`src/verilog/pin_mux_map.svh`:
```
// Register offsets, field positions and reset values of the pin controls
`ifndef PIN_MUX_MAP_SVH
`define PIN_MUX_MAP_SVH

`define PIN7_CONTROL_ADDR 8'h29
`define PIN6_CONTROL_ADDR 8'h2A
`define PIN5_CONTROL_ADDR 8'h2B
`define PIN4_CONTROL_ADDR 8'h2C
`define PIN3_CONTROL_ADDR 8'h2D
`define PIN2_CONTROL_ADDR 8'h2E
`define PIN1_CONTROL_ADDR 8'h2F
`define PIN_COUNT         7
`define MODE_HI_BIT       7
`define MODE_LO_BIT       6
`define POLARITY_BIT      5
`define FUNC_HI_BIT       4
`define CONTROL_RESET     8'h00

`endif

```
`src/verilog/pin_mux_pkg.sv`:
```
// Types shared by the multifunction pin control logic
package pin_mux_pkg;

  typedef enum logic [1:0] {
    MODE_RECEIVER_INPUT = 2'h0,
    MODE_MUTE           = 2'h1,
    MODE_GENERAL_LOW    = 2'h2,
    MODE_GENERAL_HIGH   = 2'h3
  } pin_mode_t;

  typedef struct packed {
    pin_mode_t  pin_mode;
    logic       polarity;
    logic [4:0] function_bits;
  } pin_control_t;

  // Per-channel mute requests from the DAC
  typedef struct packed {
    logic mute_out_a1;
    logic mute_out_b1;
    logic mute_out_a2;
    logic mute_out_b2;
    logic mute_out_a3;
    logic mute_out_b3;
  } channel_mutes_t;

  // One pin: output level, output enable (low drives), receiver select
  typedef struct packed {
    logic level;
    logic enable_n;
    logic receiver;
  } pin_drive_t;

endpackage

```
`src/verilog/multifunction_pin_control.sv`:
```
// Control registers and pin drivers of the seven multifunction pins
//
// Summary of operation
// - Two-bit mode: receiver input, mute, general low/overflow, drive high.
// - Receiver input mode ignores the polarity bit.
// - Mute mode: polarity 0 is active low, 1 active high.
// - General low/overflow and drive-high modes ignore the polarity bit.
// - Receiver input mode ignores all five function bits.
// - Mute mode: function bit set maps its channel mute onto the pin.
// - Pin 7: bit4 A1, bit3 B1, bit2 A2+B2, bit1 A3+B3, bit0 reserved.
// - Pins 6,5: A1B1,A2,B2,A3B3; pins 4,3: A1B1,A2B2,A3,B3.
// - Pins 2,1: bit4 A1B1, bit3 A2B2, bit2 A3B3, bits 1:0 reserved.
// - Function 00 drives low push-pull; 11 flags ADC overrange open-drain.
// - Drive-high mode ignores function bits and drives pin high.
// - Function field of every control register resets to zero.
//
// Our own choice: strobed register access.
`timescale 1ns/10ps
`include "pin_mux_map.svh"

module multifunction_pin_control
  import pin_mux_pkg::*;
(
  // Clock and reset
  input  wire logic           clk_i,
  input  wire logic           reset_i,
  // Register port
  input  wire logic [7:0]     addr_i,
  input  wire logic [7:0]     wdata_i,
  input  wire logic           write_i,
  input  wire logic           read_i,
  output logic      [7:0]     rdata_o,
  // Internal status from the converters
  input  wire channel_mutes_t mutes_i,
  input  wire logic           adc_overrange_i,
  // Pins, index 0 is pin 1
  output pin_drive_t [6:0]    muxed_pin_o
);

  //--------------------------------------------------------------
  // Register file
  //--------------------------------------------------------------

  pin_control_t [6:0] control;
  logic         [2:0] write_index;
  logic               write_hit;

  // Pin n sits at 2Fh - (n - 1); decode to an index
  always_comb begin
    write_hit   = 1'b1;
    write_index = 3'h0;
    if (addr_i == `PIN1_CONTROL_ADDR) begin
      write_index = 3'h0;
    end else if (addr_i == `PIN2_CONTROL_ADDR) begin
      write_index = 3'h1;
    end else if (addr_i == `PIN3_CONTROL_ADDR) begin
      write_index = 3'h2;
    end else if (addr_i == `PIN4_CONTROL_ADDR) begin
      write_index = 3'h3;
    end else if (addr_i == `PIN5_CONTROL_ADDR) begin
      write_index = 3'h4;
    end else if (addr_i == `PIN6_CONTROL_ADDR) begin
      write_index = 3'h5;
    end else if (addr_i == `PIN7_CONTROL_ADDR) begin
      write_index = 3'h6;
    end else begin
      write_hit   = 1'b0;
    end
  end

  // Writes store the whole byte; hints are not enforced
  always_ff @(posedge clk_i) begin
    if (reset_i) begin
      for (int i = 0; i < `PIN_COUNT; i++) begin
        control[i] <= `CONTROL_RESET;
      end
    end else if (write_i && write_hit) begin
      control[write_index] <= wdata_i;
    end
  end

  // Read data valid the cycle after the strobe; unmapped reads zero
  always_ff @(posedge clk_i) begin
    if (reset_i) begin
      rdata_o <= 8'h00;
    end else if (read_i && write_hit) begin
      rdata_o <= control[write_index];
    end else begin
      rdata_o <= 8'h00;
    end
  end

  //--------------------------------------------------------------
  // Converter status inputs, used without synchronisers
  //--------------------------------------------------------------

  // Mutes and overrange come from logic on this clock: no sync needed
  logic a1, b1, a2, b2, a3, b3;
  assign a1 = mutes_i.mute_out_a1;
  assign b1 = mutes_i.mute_out_b1;
  assign a2 = mutes_i.mute_out_a2;
  assign b2 = mutes_i.mute_out_b2;
  assign a3 = mutes_i.mute_out_a3;
  assign b3 = mutes_i.mute_out_b3;

  //--------------------------------------------------------------
  // Mute mapping
  //--------------------------------------------------------------

  // Per pin: which channels each function bit selects, as a mask
  // ordered {a1,b1,a2,b2,a3,b3}
  function automatic logic [5:0] channel_mask(input int pin,
                                              input logic [4:0] f);
    logic [5:0] m;
    m = 6'h00;
    if (pin == 6) begin
      m = {f[4], f[3], f[2], f[2], f[1], f[1]};
    end else if (pin == 5 || pin == 4) begin
      m = {f[4], f[4], f[3], f[2], f[1], f[1]};
    end else if (pin == 3 || pin == 2) begin
      m = {f[4], f[4], f[3], f[3], f[2], f[1]};
    end else begin
      m = {f[4], f[4], f[3], f[3], f[2], f[2]};
    end
    return m;
  endfunction

  logic [5:0] muted_now;
  assign muted_now = {a1, b1, a2, b2, a3, b3};

  //--------------------------------------------------------------
  // Pin drivers
  //--------------------------------------------------------------

  pin_drive_t [6:0] next_pin;

  // Output enable low means driven; open drain only pulls low
  always_comb begin
    for (int i = 0; i < `PIN_COUNT; i++) begin
      logic [5:0] mask;
      logic       active;
      mask = channel_mask(i, control[i].function_bits);
      // Unmapped channels count as muted, so no mapping reads active
      active = &(muted_now | ~mask);
      next_pin[i] = '{level: 1'b0, enable_n: 1'b1, receiver: 1'b0};
      case (control[i].pin_mode)
        MODE_RECEIVER_INPUT: begin
          // Polarity and function ignored, pin stays an input
          next_pin[i].receiver = 1'b1;
        end
        MODE_MUTE: begin
          next_pin[i].enable_n = 1'b0;
          next_pin[i].level    = control[i].polarity ? active
                                                     : ~active;
        end
        MODE_GENERAL_LOW: begin
          // Polarity ignored; bits 1:0 choose driver type
          if (control[i].function_bits[1:0] == 2'h3) begin
            next_pin[i].enable_n = ~adc_overrange_i;
          end else begin
            next_pin[i].enable_n = 1'b0;
          end
        end
        default: begin
          next_pin[i].enable_n = 1'b0;
          next_pin[i].level    = 1'b1;
        end
      endcase
    end
  end

  // Registered so pins never glitch on decode changes
  always_ff @(posedge clk_i) begin
    if (reset_i) begin
      for (int i = 0; i < `PIN_COUNT; i++) begin
        muxed_pin_o[i] <= '{level: 1'b0, enable_n: 1'b1, receiver: 1'b1};
      end
    end else begin
      muxed_pin_o <= next_pin;
    end
  end

endmodule

```
`config.mk`:
```
export PLATFORM = sky130hd
export DESIGN_NAME = multifunction_pin_control
export DESIGN_NICKNAME = d
export VERILOG_FILES = /design/src/verilog/pin_mux_pkg.sv /design/src/verilog/multifunction_pin_control.sv
export VERILOG_INCLUDE_DIRS = /design/src /design/src/verilog
export SDC_FILE = /design/constraint.sdc
export NUM_CORES = 1
export LEC_CHECK = 0
export ABC_AREA = 1
export BUFFER_PORTS_ARGS = -buffer_cell sky130_fd_sc_hd__buf_2
export CAP_MARGIN = 20
export CORE_UTILIZATION = 42
export DETAILED_ROUTE_END_ITERATION = 6
export GPL_TIMING_DRIVEN = 1
export PLACE_DENSITY = 0.66
export SLEW_MARGIN = 10
export SYNTH_ARGS = -nofsm -noshare
export SYNTH_HDL_FRONTEND = slang
export SYNTH_SLANG_ARGS = --single-unit
```
`constraint.sdc`:
```
create_clock -name clk_i -period 1.7 [get_ports clk_i]
set_clock_uncertainty 0.15 [all_clocks]
set_input_delay 0 -clock clk_i [delete_from_list [all_inputs] [get_ports clk_i]]
set_output_delay 0 -clock clk_i [all_outputs]
set_load 0.02 [all_outputs]
```
### Word-level counts from Yosys, hierarchy flattened

Cells that the tools add are included.

| word-level totals | value |
|---|---|
| register bits after elaboration | 85 |
| input port bits | 27 |
| output and inout bits | 29 |

| cells by class | value |
|---|---|
| magnitude comparators | 2 |
| equal/unequal tests | 28 |
| mux-type cells | 54 |
| bitwise gates (word level) | 23 |
| reductions and logical operators | 25 |

Operators with widths:

| kind | number |
|---|---|
| bitwise mux 56 bit | 1 |
| == test 8 x 6 -> 1 bit (second input constant) | 7 |
| NOT 6 bit | 7 |
| bitwise OR 6 bit | 7 |
| AND reduction 6 bit | 7 |
| == test 2 bit (second input constant) | 14 |
| two-way mux 1 bit | 28 |
| one-hot mux 1 bit (2 select lines) | 14 |
| binary-select mux 8 bit (select 3 bit) | 1 |
| demux 8 bit (select 3 bit) | 1 |
| two-way mux 3 bit | 7 |
| two-way mux 8 bit | 2 |
| OR reduction 2 bit | 8 |
| == test 2 x 1 -> 1 bit (second input constant) | 7 |
| logical NOT 2 bit | 7 |
| NOT 1 bit | 9 |
| less-than comparator 3 x 4 -> 1 bit (second input constant) | 1 |
| greater-or-equal comparator 3 x 1 -> 1 bit (second input constant) | 1 |
| logical AND 1 bit | 3 |

### Logic depth before layout (Yosys ltp)

Gate-level depths: netlist of run 1.

| depth | value |
|---|---|
| word-level depth | 13 |
| depth in mapped cells | 11 |
| mapped depth without buffers | 10 |

### Least setup slack after synthesis of run 1

No wires, ideal clock.

| timing | value |
|---|---|
| kind | input -> register |
| from | in addr_i[4] |
| to | reg control[16] (netlist name) |
| library setup time | 0.113 ns |
| data arrival time | 0.988 ns |
| slack | 0.449 ns |
| stages on the path | 10 |
| buffers on the path | 2 |
| cells stage by stage | inv_2 > nand2_1 > nor2_4 > buf_6 > nand2_1 > nand2_2 > nand4_4 > buf_2 > nor2_1 > nor2_1 |

| on the way | value |
|---|---|
| word-level cells in the longest chain between the ends | 13 |
| elaborated cells on any way between the ends | 28 |

RTL lines:

| what | line | text |
|---|---|---|
| start: declaration | multifunction_pin_control.sv:28 | `input wire logic [7:0] addr_i,` |
| == test 8 x 6 -> 1 bit (no source line) | n/a |  |
| two-way mux 3 bit | multifunction_pin_control.sv:64 | `` end else if (addr_i == `PIN7_CONTROL_ADDR) begin `` |
| two-way mux 3 bit | multifunction_pin_control.sv:62 | `` end else if (addr_i == `PIN6_CONTROL_ADDR) begin `` |
| two-way mux 3 bit | multifunction_pin_control.sv:60 | `` end else if (addr_i == `PIN5_CONTROL_ADDR) begin `` |
| two-way mux 3 bit | multifunction_pin_control.sv:58 | `` end else if (addr_i == `PIN4_CONTROL_ADDR) begin `` |
| two-way mux 3 bit | multifunction_pin_control.sv:56 | `` end else if (addr_i == `PIN3_CONTROL_ADDR) begin `` |
| two-way mux 3 bit | multifunction_pin_control.sv:54 | `` end else if (addr_i == `PIN2_CONTROL_ADDR) begin `` |
| two-way mux 3 bit | multifunction_pin_control.sv:52 | `` if (addr_i == `PIN1_CONTROL_ADDR) begin `` |
| less-than comparator 3 x 4 -> 1 bit (not written as such) / greater-or-equal comparator 3 x 1 -> 1 bit (equally long branches) | multifunction_pin_control.sv:78 | `control[write_index] <= wdata_i;` |
| logical AND 1 bit (not written as such) | multifunction_pin_control.sv:78 |  |
| two-way mux 8 bit (not written as such) | multifunction_pin_control.sv:78 |  |
| demux 8 bit (select 3 bit) | multifunction_pin_control.sv:78 |  |
| bitwise mux 56 bit | multifunction_pin_control.sv:78 |  |
| end signal: indexed assignment | multifunction_pin_control.sv:75 | `` control[i] <= `CONTROL_RESET; `` |
| end signal: indexed assignment | multifunction_pin_control.sv:78 |  |
| end: declaration | multifunction_pin_control.sv:44 | `pin_control_t [6:0] control;` |

Parallel ways exist; a longest one is shown, timed or not.
A chain may end at the register's enable or synchronous reset.

### Worst setup path in the final report of run 1

| timing | value |
|---|---|
| from | in addr_i[0] |
| to | reg rdata_o[3] |

| on the way | value |
|---|---|
| word-level cells in the longest chain between the ends | 11 |
| elaborated cells on any way between the ends | 26 |

RTL lines:

| what | line | text |
|---|---|---|
| branches (longest 11 deep; another with == test 8 x 6 -> 1 bit) | n/a |  |
| end signal: assignment | multifunction_pin_control.sv:87 | `rdata_o <= control[write_index];` |
| end: declaration | multifunction_pin_control.sv:32 | `output logic [7:0] rdata_o,` |

Parallel ways; which one is timed is not known. The select of a mux whose other input is x is not followed.

==> flow_metrics.tcl, run 1 <==
set metrics [dict create \
    outcome "finished clean" \
    timing_hold_violations_final 0 \
    cts.sinks 85 \
    firstDrtPassIters 4 \
    nets 692 \
    cts_buffers 9 \
    area_delta_synth_final_pct 19.3 \
    drt_wl_total_mm 11.3 \
    power_mw 3.63 \
    layout_commonest_cell "nand2_1" \
    drc 0 \
    initial_core_util_pct 43.3 \
    design_area_sq_um 4770 \
    critPathCaptureType "flip-flop" \
    timing.final.max_slew_violations 0 \
    ir_drop_uv 546 \
    grt_first_pass_wirelength_mm 17.9 \
    rsz0062_at_grt "false" \
    setup_viol 0 \
    arrival_ns 1.65 \
    tns_ns 0 \
    place_area_sq_um 4440 \
    clkSlewWorstSetupHoldPaths_ns 0.10 \
    ant_nets 0 \
    die_w_um 99.6 \
    portBuffers 55 \
    ios 56 \
    cts_setup_buffers 0 \
    root_buffer "clkbuf_8" \
    grt_pass1_vias 3564 \
    wire_per_inst_um 14.1 \
    min_path_type "input pin to flip-flop" \
    grt_max_degree 41 \
    yosysUniqueCellTypes 29 \
    synth.avg_cell_area_sq_um 6.79 \
    ff2ff_setup_slack_ns 0.44 \
    startpoint "addr_i[0]" \
    r2r-start "control[49]" \
    core_sq_um 9240 \
    reg2reg_to "muxed_pin_o[20]" \
    worst_pin_slew_ns 0.426 \
    final_cell_mix "nand2_1, dfxtp_1, nand3_1" \
    drt_iter0_markers 333 \
    critPathMaxFanout 8 \
    p_per_area_nw_per_um2 761 \
    min_period_over_period_pct 87.6 \
    fin_crit_ns 1.49 \
    cts_tree "done" \
    worst_skew_pair.late_latency_ns 0.37 \
    grt_overflow_total 0 \
    diodes 0 \
    dieArea_sq_um 9920 \
    yosysSeqAreaShare_pct 42.5 \
    rows 35 \
    critPathLaunchType "input pin" \
    grtUsageTotal_pct 23.9 \
    worstSetupEndpoint "rdata_o[3]" \
    antenna_found_initial 0 \
    leakagePower_nw 2.12 \
    synth-seq-cells 85 \
    max-slew-margin-rel_pct 71.6 \
    syn_nets 616 \
    syn_inst 589 \
    die_height_um 99.6 \
    h-tree-depth 3 \
    drive_gt1_share_pct 16.3 \
    place.gp.congestion 0.936 \
    vias_per_cell 5.01 \
    r2r_cells 6 \
    via_count 4006 \
    dp_hpwl_mm 8.06 \
    syn_area_sq_um 4000 \
    cts_buffer_depth 2 \
    worstPathRequired_ns 1.86 \
    max_freq_ghz 0.671 \
    hold_slack_ns 0.0215 \
    yosysWarnings 0 \
    drv_cap 0 \
    worstSetupPathType "input pin to flip-flop" \
]
-- worst min path at each step --
stage | start | end | slack [ns] | cells past startpoint
after floorplan | wdata_i[0] | control[16] | -0.02 | 2
after global placement | wdata_i[4] | control[12] | 0.19 | 3
after detailed placement | wdata_i[4] | control[12] | 0.20 | 3
after CTS | addr_i[1] | control[49] | 0.02 | 6
after global routing | addr_i[2] | control[49] | 0.05 | 6
final | mutes_i[3] | muxed_pin_o[14] | 0.02 | 7
-- through the flow --
step,cells,utilization (%),setup slack [ns]
2_1_floorplan,589,-,0.449
3_3_place_gp,769,48.1,0.166
3_5_place_dp,769,48.1,0.118
4_1_cts,799,51.7,0.238
5_1_grt,799,51.7,0.109
6_report,799,51.7,0.210
-- power by group --
part | switching, mW | total, mW | internal (mW)
clock | 0.848 | 1.42 | 0.572
sequential | 0.00139 | 1.99 | 1.99
combinational | 0.150 | 0.221 | 0.0702
-- layout make-up --
cell class              instances  area (sq um)
multi-input cells             427          1960
clock buffers                   9           124
clock inverters                 7          66.3
repair buffers                 84           541
well taps                     129           161
fillers                       938          4470
flip-flops and latches         85          1700
inverters                      58           220
-- worst max-delay path, stage by stage --
cell and delay, ns:
buf_2 0.11, dlygate4sd3_1 0.57, nand2_1 0.13, nand4_1 0.36, a21oi_1 0.28, nor2_1 0.10
nor2_1 0.09
-- cells in the mapped netlist --
cell | number | area, sq um
a21oi_1 | 48 | 240
buf_4 | 1 | 7.51
nor2_4 | 3 | 33.8
a21boi_0 | 1 | 7.51
nor3_1 | 1 | 5.00
nand3_1 | 80 | 400
inv_1 | 51 | 191
buf_2 | 5 | 25.0
nand4_1 | 7 | 43.8
nand2_4 | 1 | 11.3
o211ai_1 | 2 | 15.0
nor3_4 | 2 | 32.5
nand2_1 | 200 | 751
inv_4 | 1 | 6.26
dfxtp_1 | 85 | 1700
buf_6 | 5 | 56.3
nand2_2 | 1 | 6.26
clkinv_1 | 1 | 3.75
xor2_1 | 2 | 17.5
a31o_2 | 2 | 17.5
o21ai_0 | 3 | 15.0
nor2_2 | 4 | 25.0
clkbuf_1 | 8 | 30.0
nand4_4 | 2 | 42.5
nor2_8 | 1 | 20.0
o211ai_2 | 1 | 12.5
nor2_1 | 60 | 225
inv_2 | 5 | 18.8
o22ai_1 | 6 | 37.5
-- cells by family (layout without fill, tap and decap cells) --
| logic type | count (synthesis) | after routing | synth area share (%) |
|---|---|---|---|
| AOI/OAI and AO/OA | 63 | 63 | 8.63 |
| xor gates and xnor gates | 2 | 2 | 0.438 |
| buffers and inverters | 77 | 158 | 8.48 |
| DFF | 85 | 85 | 42.5 |
| and+or+nand+nor | 362 | 362 | 39.9 |
-- flip-flops by register name, indices dropped and copies added (netlist names) --
name	count
control	56
muxed_pin_o	21
rdata_o	8
-- layer usage --
| layer | global-route usage (%) | vias to the layer above | part of all wire [%] |
|---|---|---|---|
| li1 | - | 2037 | - |
| met1 | 32.2 | 1817 | 47 |
| met2 | 38.6 | 135 | 46 |
| met3 | 3.58 | 17 | 5.6 |
| met4 | 9.50 | 0 | 1.5 |
| met5 | 0 | - | 0 |
-- repair_timing --
action | in CTS | in global routing
hold buffers | 14 | 0
endpoints found under the hold margin | 75 | 0
gates resized for setup | 0 | 0
Power figures use the tool's default switching activity.
==> inputs of run 2 (changes only) <==
--- a/config.mk
+++ b/config.mk
@@ -9,6 +9,7 @@
 export ABC_AREA = 1
 export BUFFER_PORTS_ARGS = -buffer_cell sky130_fd_sc_hd__buf_2
 export CAP_MARGIN = 20
+export CORE_ASPECT_RATIO = 1.75
 export CORE_UTILIZATION = 42
 export DETAILED_ROUTE_END_ITERATION = 6
 export GPL_TIMING_DRIVEN = 1
==> constraint.sdc (replaced) <==
create_clock -name clk_i -period 1.75 [get_ports clk_i]
set_clock_uncertainty 0.15 [all_clocks]
set_input_delay 0 -clock clk_i [delete_from_list [all_inputs] [get_ports clk_i]]
set_output_delay 0 -clock clk_i [all_outputs]
set_load 0.02 [all_outputs]
==> run 2 against run 1 <==
Compared with the run above:
- design area up 1.1%
- flip-flop and latch count unchanged
- utilization up 1.1 points
- combinational power down 5%
- non-clock buffer count down 5
- hold slack worse by 0.015 ns
- global-route usage up 2.4 points
- worst setup slack better by 0.19 ns
- power up 12%
- critical path type is now flip-flop to flip-flop
- critical endpoint is now muxed_pin_o[20]
- highest routed layer unchanged
==> flow_metrics.tcl, run 2 (same netlist as run 1, synthesis figures left out) <==
set metrics [dict create \
    outcome "finished clean" \
    critPathMaxFanout 4 \
    core_sq_um 9150 \
    slowest_stage "dfxtp_1" \
    max_stage_delay_ns 0.40 \
    layout_commonest_cell "nand2_1" \
    die_height_um 131 \
    crit_top_cell "nand3_1" \
    place.gp.congestion 0.947 \
    cts.sinks 85 \
    reg_top3 "control: 56 flops, muxed_pin_o: 21 flops, rdata_o: 8 flops" \
    fin_crit_ns 1.35 \
    diodes 0 \
    leakagePower_nw 2.15 \
    numPlacedInstances 759 \
    tns_ns 0 \
    ant_nets 0 \
    portBuffers 55 \
    wl_met2_mm 5.81 \
    wirelength_met1_mm 4.66 \
    worstSetupPathType "flip-flop to flip-flop" \
    largest_register "control" \
    cts_tree "done" \
    worst_skew_pair.late_latency_ns 0.35 \
    min_period_over_period_pct 77.0 \
    min_path_type "input pin to flip-flop" \
    max-slew-margin-rel_pct 68.0 \
    setup_viol 0 \
    initial_core_util_pct 43.7 \
    cts_buffer_depth 2 \
    ir_drop_uv 489 \
    ios 56 \
    p_per_area_nw_per_um2 845 \
    timing.final.max_slew_violations 0 \
    vias_per_cell 5.19 \
    grt_max_degree 41 \
    regArea_sq_um 1700 \
    nFillCells 907 \
    grtUsageTotal_pct 26.3 \
    drv_cap 0 \
    worstPathRequired_ns 1.85 \
    largest_register_ffs 56 \
    wl_met3_um 601 \
    area_delta_synth_final_pct 20.6 \
    clkSlewWorstSetupHoldPaths_ns 0.06 \
    grt_pass1_vias 3945 \
    max_freq_ghz 0.742 \
    cts_buffers 9 \
    path_buf_inv 1 \
    h-tree-depth 3 \
    cp_cell_sequence "a21boi_0 > nor2_1 > nand3_1 > nand3_1 > nand3_1 > inv_1" \
    dp_hpwl_mm 8.77 \
    cts.repair.resized 0 \
    timing_hold_violations_final 0 \
    die_w_um 75.8 \
    via_count 4078 \
    nets 687 \
    drt_iter0_markers 303 \
    wire_per_inst_um 15.2 \
    drt_wl_total_mm 11.9 \
    root_buffer "clkbuf_16" \
    critPathTopFamily "flip-flops" \
    worst_pin_slew_ns 0.476 \
    arrival_ns 1.45 \
    grt_overflow_total 0 \
    drive_gt1_share_pct 16.2 \
    rsz0062_at_grt "false" \
    critPathCaptureType "flip-flop" \
    multiInputGateArea_sq_um 1960 \
    drc 0 \
    dr.max_layer_used "met4" \
    instances_no_fill 785 \
    critPathLaunchType "flip-flop" \
    antenna_found_initial 0 \
    dieArea_sq_um 9930 \
    firstDrtPassIters 5 \
    rows 46 \
    final_cell_mix "nand2_1, dfxtp_1, nand3_1" \
    grt_first_pass_wirelength_mm 19.3 \
]
## run 2: path summary, 6_finish.rpt
path	cells after the start	start	to	slack [ns]
hold / removal	5	reset_i	control[26]	0.006
setup reg to reg	6	control[49]	muxed_pin_o[20]	0.40
setup / recovery	6	control[49]	muxed_pin_o[20]	0.40
hold reg to reg	2	control[30]	muxed_pin_o[11]	0.33
## run 2: through the flow
stage,hold WS [ns],setup WS (ns),utilization [%],instance area [sq um],power [mW]
2_1_floorplan,-0.0151,0.499,-,4000,2.06
3_5_place_dp,0.211,0.0911,48.3,4420,2.17
4_1_cts,0.000933,0.381,52.7,4820,4.09
5_1_grt,0.0285,0.322,52.7,4820,4.20
6_report,0.00635,0.402,52.7,4820,4.07
3_3_place_gp,0.205,0.173,48.3,4420,2.17
## run 2: power breakdown
part | switching [mW] | internal (mW)
clock | 0.786 | 1.14
sequential | 0.00155 | 1.94
combinational | 0.148 | 0.0611
## run 2: worst register-to-register path, cell delays in order, from the launching register on
cell	delay, ns
dfxtp_1	0.40
a21boi_0	0.29
nor2_1	0.11
nand3_1	0.08
nand3_1	0.10
nand3_1	0.08
inv_1	0.04
## run 2: layout make-up
cell class / count / area share (%)
Sequential cell: 85 / 35.3
Inverter: 58 / 4.56
Timing Repair Buffer: 79 / 10.2
Tap cell: 120 / 3.11
Multi-Input combinational cell: 427 / 40.6
Clock inverter: 6 / 1.27
Clock buffer: 10 / 4.95
## run 2: metal layers
layer | track usage [%] | vias to the layer above
li1 | - | 2024
met1 | 29.8 | 1851
met2 | 42.4 | 148
met3 | 4.45 | 55
met4 | 19.0 | 0
met5 | 0 | -
## run 2: repair_timing
| item | CTS | global route |
|---|---|---|
| endpoints found under the hold margin | 66 | 0 |
| buffers inserted | 0 | 0 |
| hold buffers | 10 | 0 |
==> inputs of run 3 (changes only) <==
==> constraint.sdc (replaced) <==
create_clock -name clk_i -period 1.34 [get_ports clk_i]
set_clock_uncertainty 0.15 [all_clocks]
set_input_delay 0 -clock clk_i [delete_from_list [all_inputs] [get_ports clk_i]]
set_output_delay 0 -clock clk_i [all_outputs]
set_load 0.02 [all_outputs]
==> run 3 against run 2 <==
Compared with the run above:
- critical path depth grew 2
- via count up 2.3%
- power up 29%
- critical path type unchanged
- the flow now finishes with violations (hold timing)
- die area did not move
- critical endpoint is now muxed_pin_o[8]
- wire length increased by 0.81%
- combinational power up 45%
==> flow_metrics.tcl, run 3 (same netlist as run 1, synthesis figures left out) <==
set metrics [dict create \
    h-tree-depth 3 \
    max-slew-margin-rel_pct 72.0 \
    grtUsageMet1_pct 29.7 \
    critPathCaptureType "flip-flop" \
    hold_slack_ns -0.00260 \
    cts_tree "done" \
    drt_iter0_markers 397 \
    grtUsageTotal_pct 25.9 \
    dieArea_sq_um 9930 \
    vias_per_cell 5.20 \
    drc 0 \
    intPower_mw 4.11 \
    top_usage_layer "met2" \
    worst_pin_slew_ns 0.420 \
    critPathMaxFanout 2 \
    instances_no_fill 802 \
    area_delta_synth_final_pct 24.6 \
    min_period_over_period_pct 90.8 \
    diodes 0 \
    place.gp.congestion 1.01 \
    final_core_util_pct 54.5 \
    arrival_ns 1.31 \
    cts.sinks 85 \
    fin_crit_ns 1.22 \
    root_buffer "clkbuf_16" \
    power_switching_mw 1.14 \
    min_path_type "input pin to flip-flop" \
    wire_per_inst_um 15.0 \
    regArea_sq_um 1700 \
    rsz0062_at_grt "false" \
    firstDrtPassIters 5 \
    numPlacedInstances 776 \
    worst_skew_pair.late_latency_ns 0.34 \
    timing_hold_violations_final 1 \
    drv_cap 0 \
    nFillCells 908 \
    reg_top3 "control: 56 flops, muxed_pin_o: 21 flops, rdata_o: 8 flops" \
    worstPathRequired_ns 1.43 \
    drive_gt1_share_pct 17.9 \
    final_cell_mix "nand2_1, dfxtp_1, nand3_1" \
    cts_buffer_depth 2 \
    die_w_um 75.8 \
    ant_nets 0 \
    rows 46 \
    gr-usage-met2_pct 43.7 \
    multiInputGateArea_sq_um 1960 \
    drt_wl_total_mm 12.0 \
    outcome "complete, but fails checks" \
    p_per_area_nw_per_um2 1050 \
    grt_overflow_total 0 \
    largest_register "control" \
    clkSlewWorstSetupHoldPaths_ns 0.06 \
    critPathLaunchType "flip-flop" \
    dp_hpwl_mm 8.97 \
    switching_share_pct 21.7 \
    p_clk_share_pct 46.0 \
    ir_drop_uv 670 \
    nets 706 \
    leakagePower_nw 2.24 \
    portBuffers 55 \
    ff2ff_setup_slack_ns 0.12 \
    combPwrFrac_pct 5.8 \
    grt_first_pass_wirelength_mm 19.2 \
    ios 56 \
    max_freq_ghz 0.822 \
    cts_buffers 9 \
    grt_pass1_vias 3920 \
    grtUsageMet3_pct 3.91 \
    grt_max_degree 41 \
    timing.final.max_slew_violations 0 \
    antenna_found_initial 0 \
    failed_checks "hold timing" \
    via_count 4173 \
    die_height_um 131 \
    core_sq_um 9150 \
    largest_register_ffs 56 \
    pwr-share-seq_pct 48.2 \
    worstSetupPathType "flip-flop to flip-flop" \
    setup_viol 0 \
    layout_commonest_cell "nand2_1" \
    initial_core_util_pct 43.7 \
]
-- run 3: changes by cell type in the layout (fill, tap and decap cells not counted), sizes merged --
cell | previous run | this run
buf | 69 | 86
clkbuf | 10 | 12
clkinv | 4 | 2
clkinvlp | 1 | 0
dlygate4sd3 | 10 | 12
inv | 58 | 57
-- run 3: cell type report --
type	instances	area share (%)
inverter	58	4.42
multi-input combinational	427	39.4
clock buffer	12	4.95
timing repair buffer	98	13.4
tap	120	3.01
clock inverter	2	0.703
sequential	85	34.1
-- run 3: worst paths after layout --
path / to / depth (start not counted) / start
max reg2reg: muxed_pin_o[8] / 8 / control[18]
min: muxed_pin_o[0] / 3 / reset_i
max: muxed_pin_o[8] / 8 / control[18]
min reg2reg: control[3] / 2 / control[3]
-- run 3: per-layer routing --
| metal | wire length (um) | vias up |
|---|---|---|
| met1 | 4750 | 1908 |
| li1 | - | 2062 |
| met2 | 6010 | 154 |
| met3 | 588 | 49 |
| met4 | 664 | 0 |
| met5 | 0 | - |
-- run 3: power groups by stage --
stage / combinational (mW) / clock, mW / sequential, mW
after floorplan: 0.109 / 0 / 2.59
after global placement: 0.272 / 0 / 2.59
after detailed placement: 0.274 / 0 / 2.59
after CTS: 0.302 / 2.43 / 2.53
after global routing: 0.326 / 2.52 / 2.53
final: 0.305 / 2.41 / 2.53
-- run 3: worst max-delay path: stages, from the launching register on --
cell and delay (ns):
dfxtp_1 0.33, inv_1 0.08, o22ai_1 0.08, nor2_1 0.16, nand2_1 0.08, nand2_1 0.06
nand3_1 0.07, nand3_1 0.08, inv_1 0.04
-- run 3: repair_timing --
action                                  CTS  global route
hold buffers                             12             0
hold endpoints to repair                 58             0
gates resized for setup                   0             1
endpoints found under the setup margin    0             8
buffers inserted                          0             0
-- run 3: per-stage QoR --
stage	setup WS (ns)	hold WS, ns	power (mW)	cell area, sq um	TNS [ns]
2_1_floorplan	0.0890	-0.0151	2.70	4000	0
3_5_place_dp	-0.230	0.210	2.86	4580	-8.37
5_1_grt	0.0180	0.0370	5.38	4980	0
4_1_cts	0.116	0.00106	5.27	4980	0
3_3_place_gp	-0.187	0.206	2.86	4580	-6.53
6_report	0.123	-0.00260	5.25	4980	0
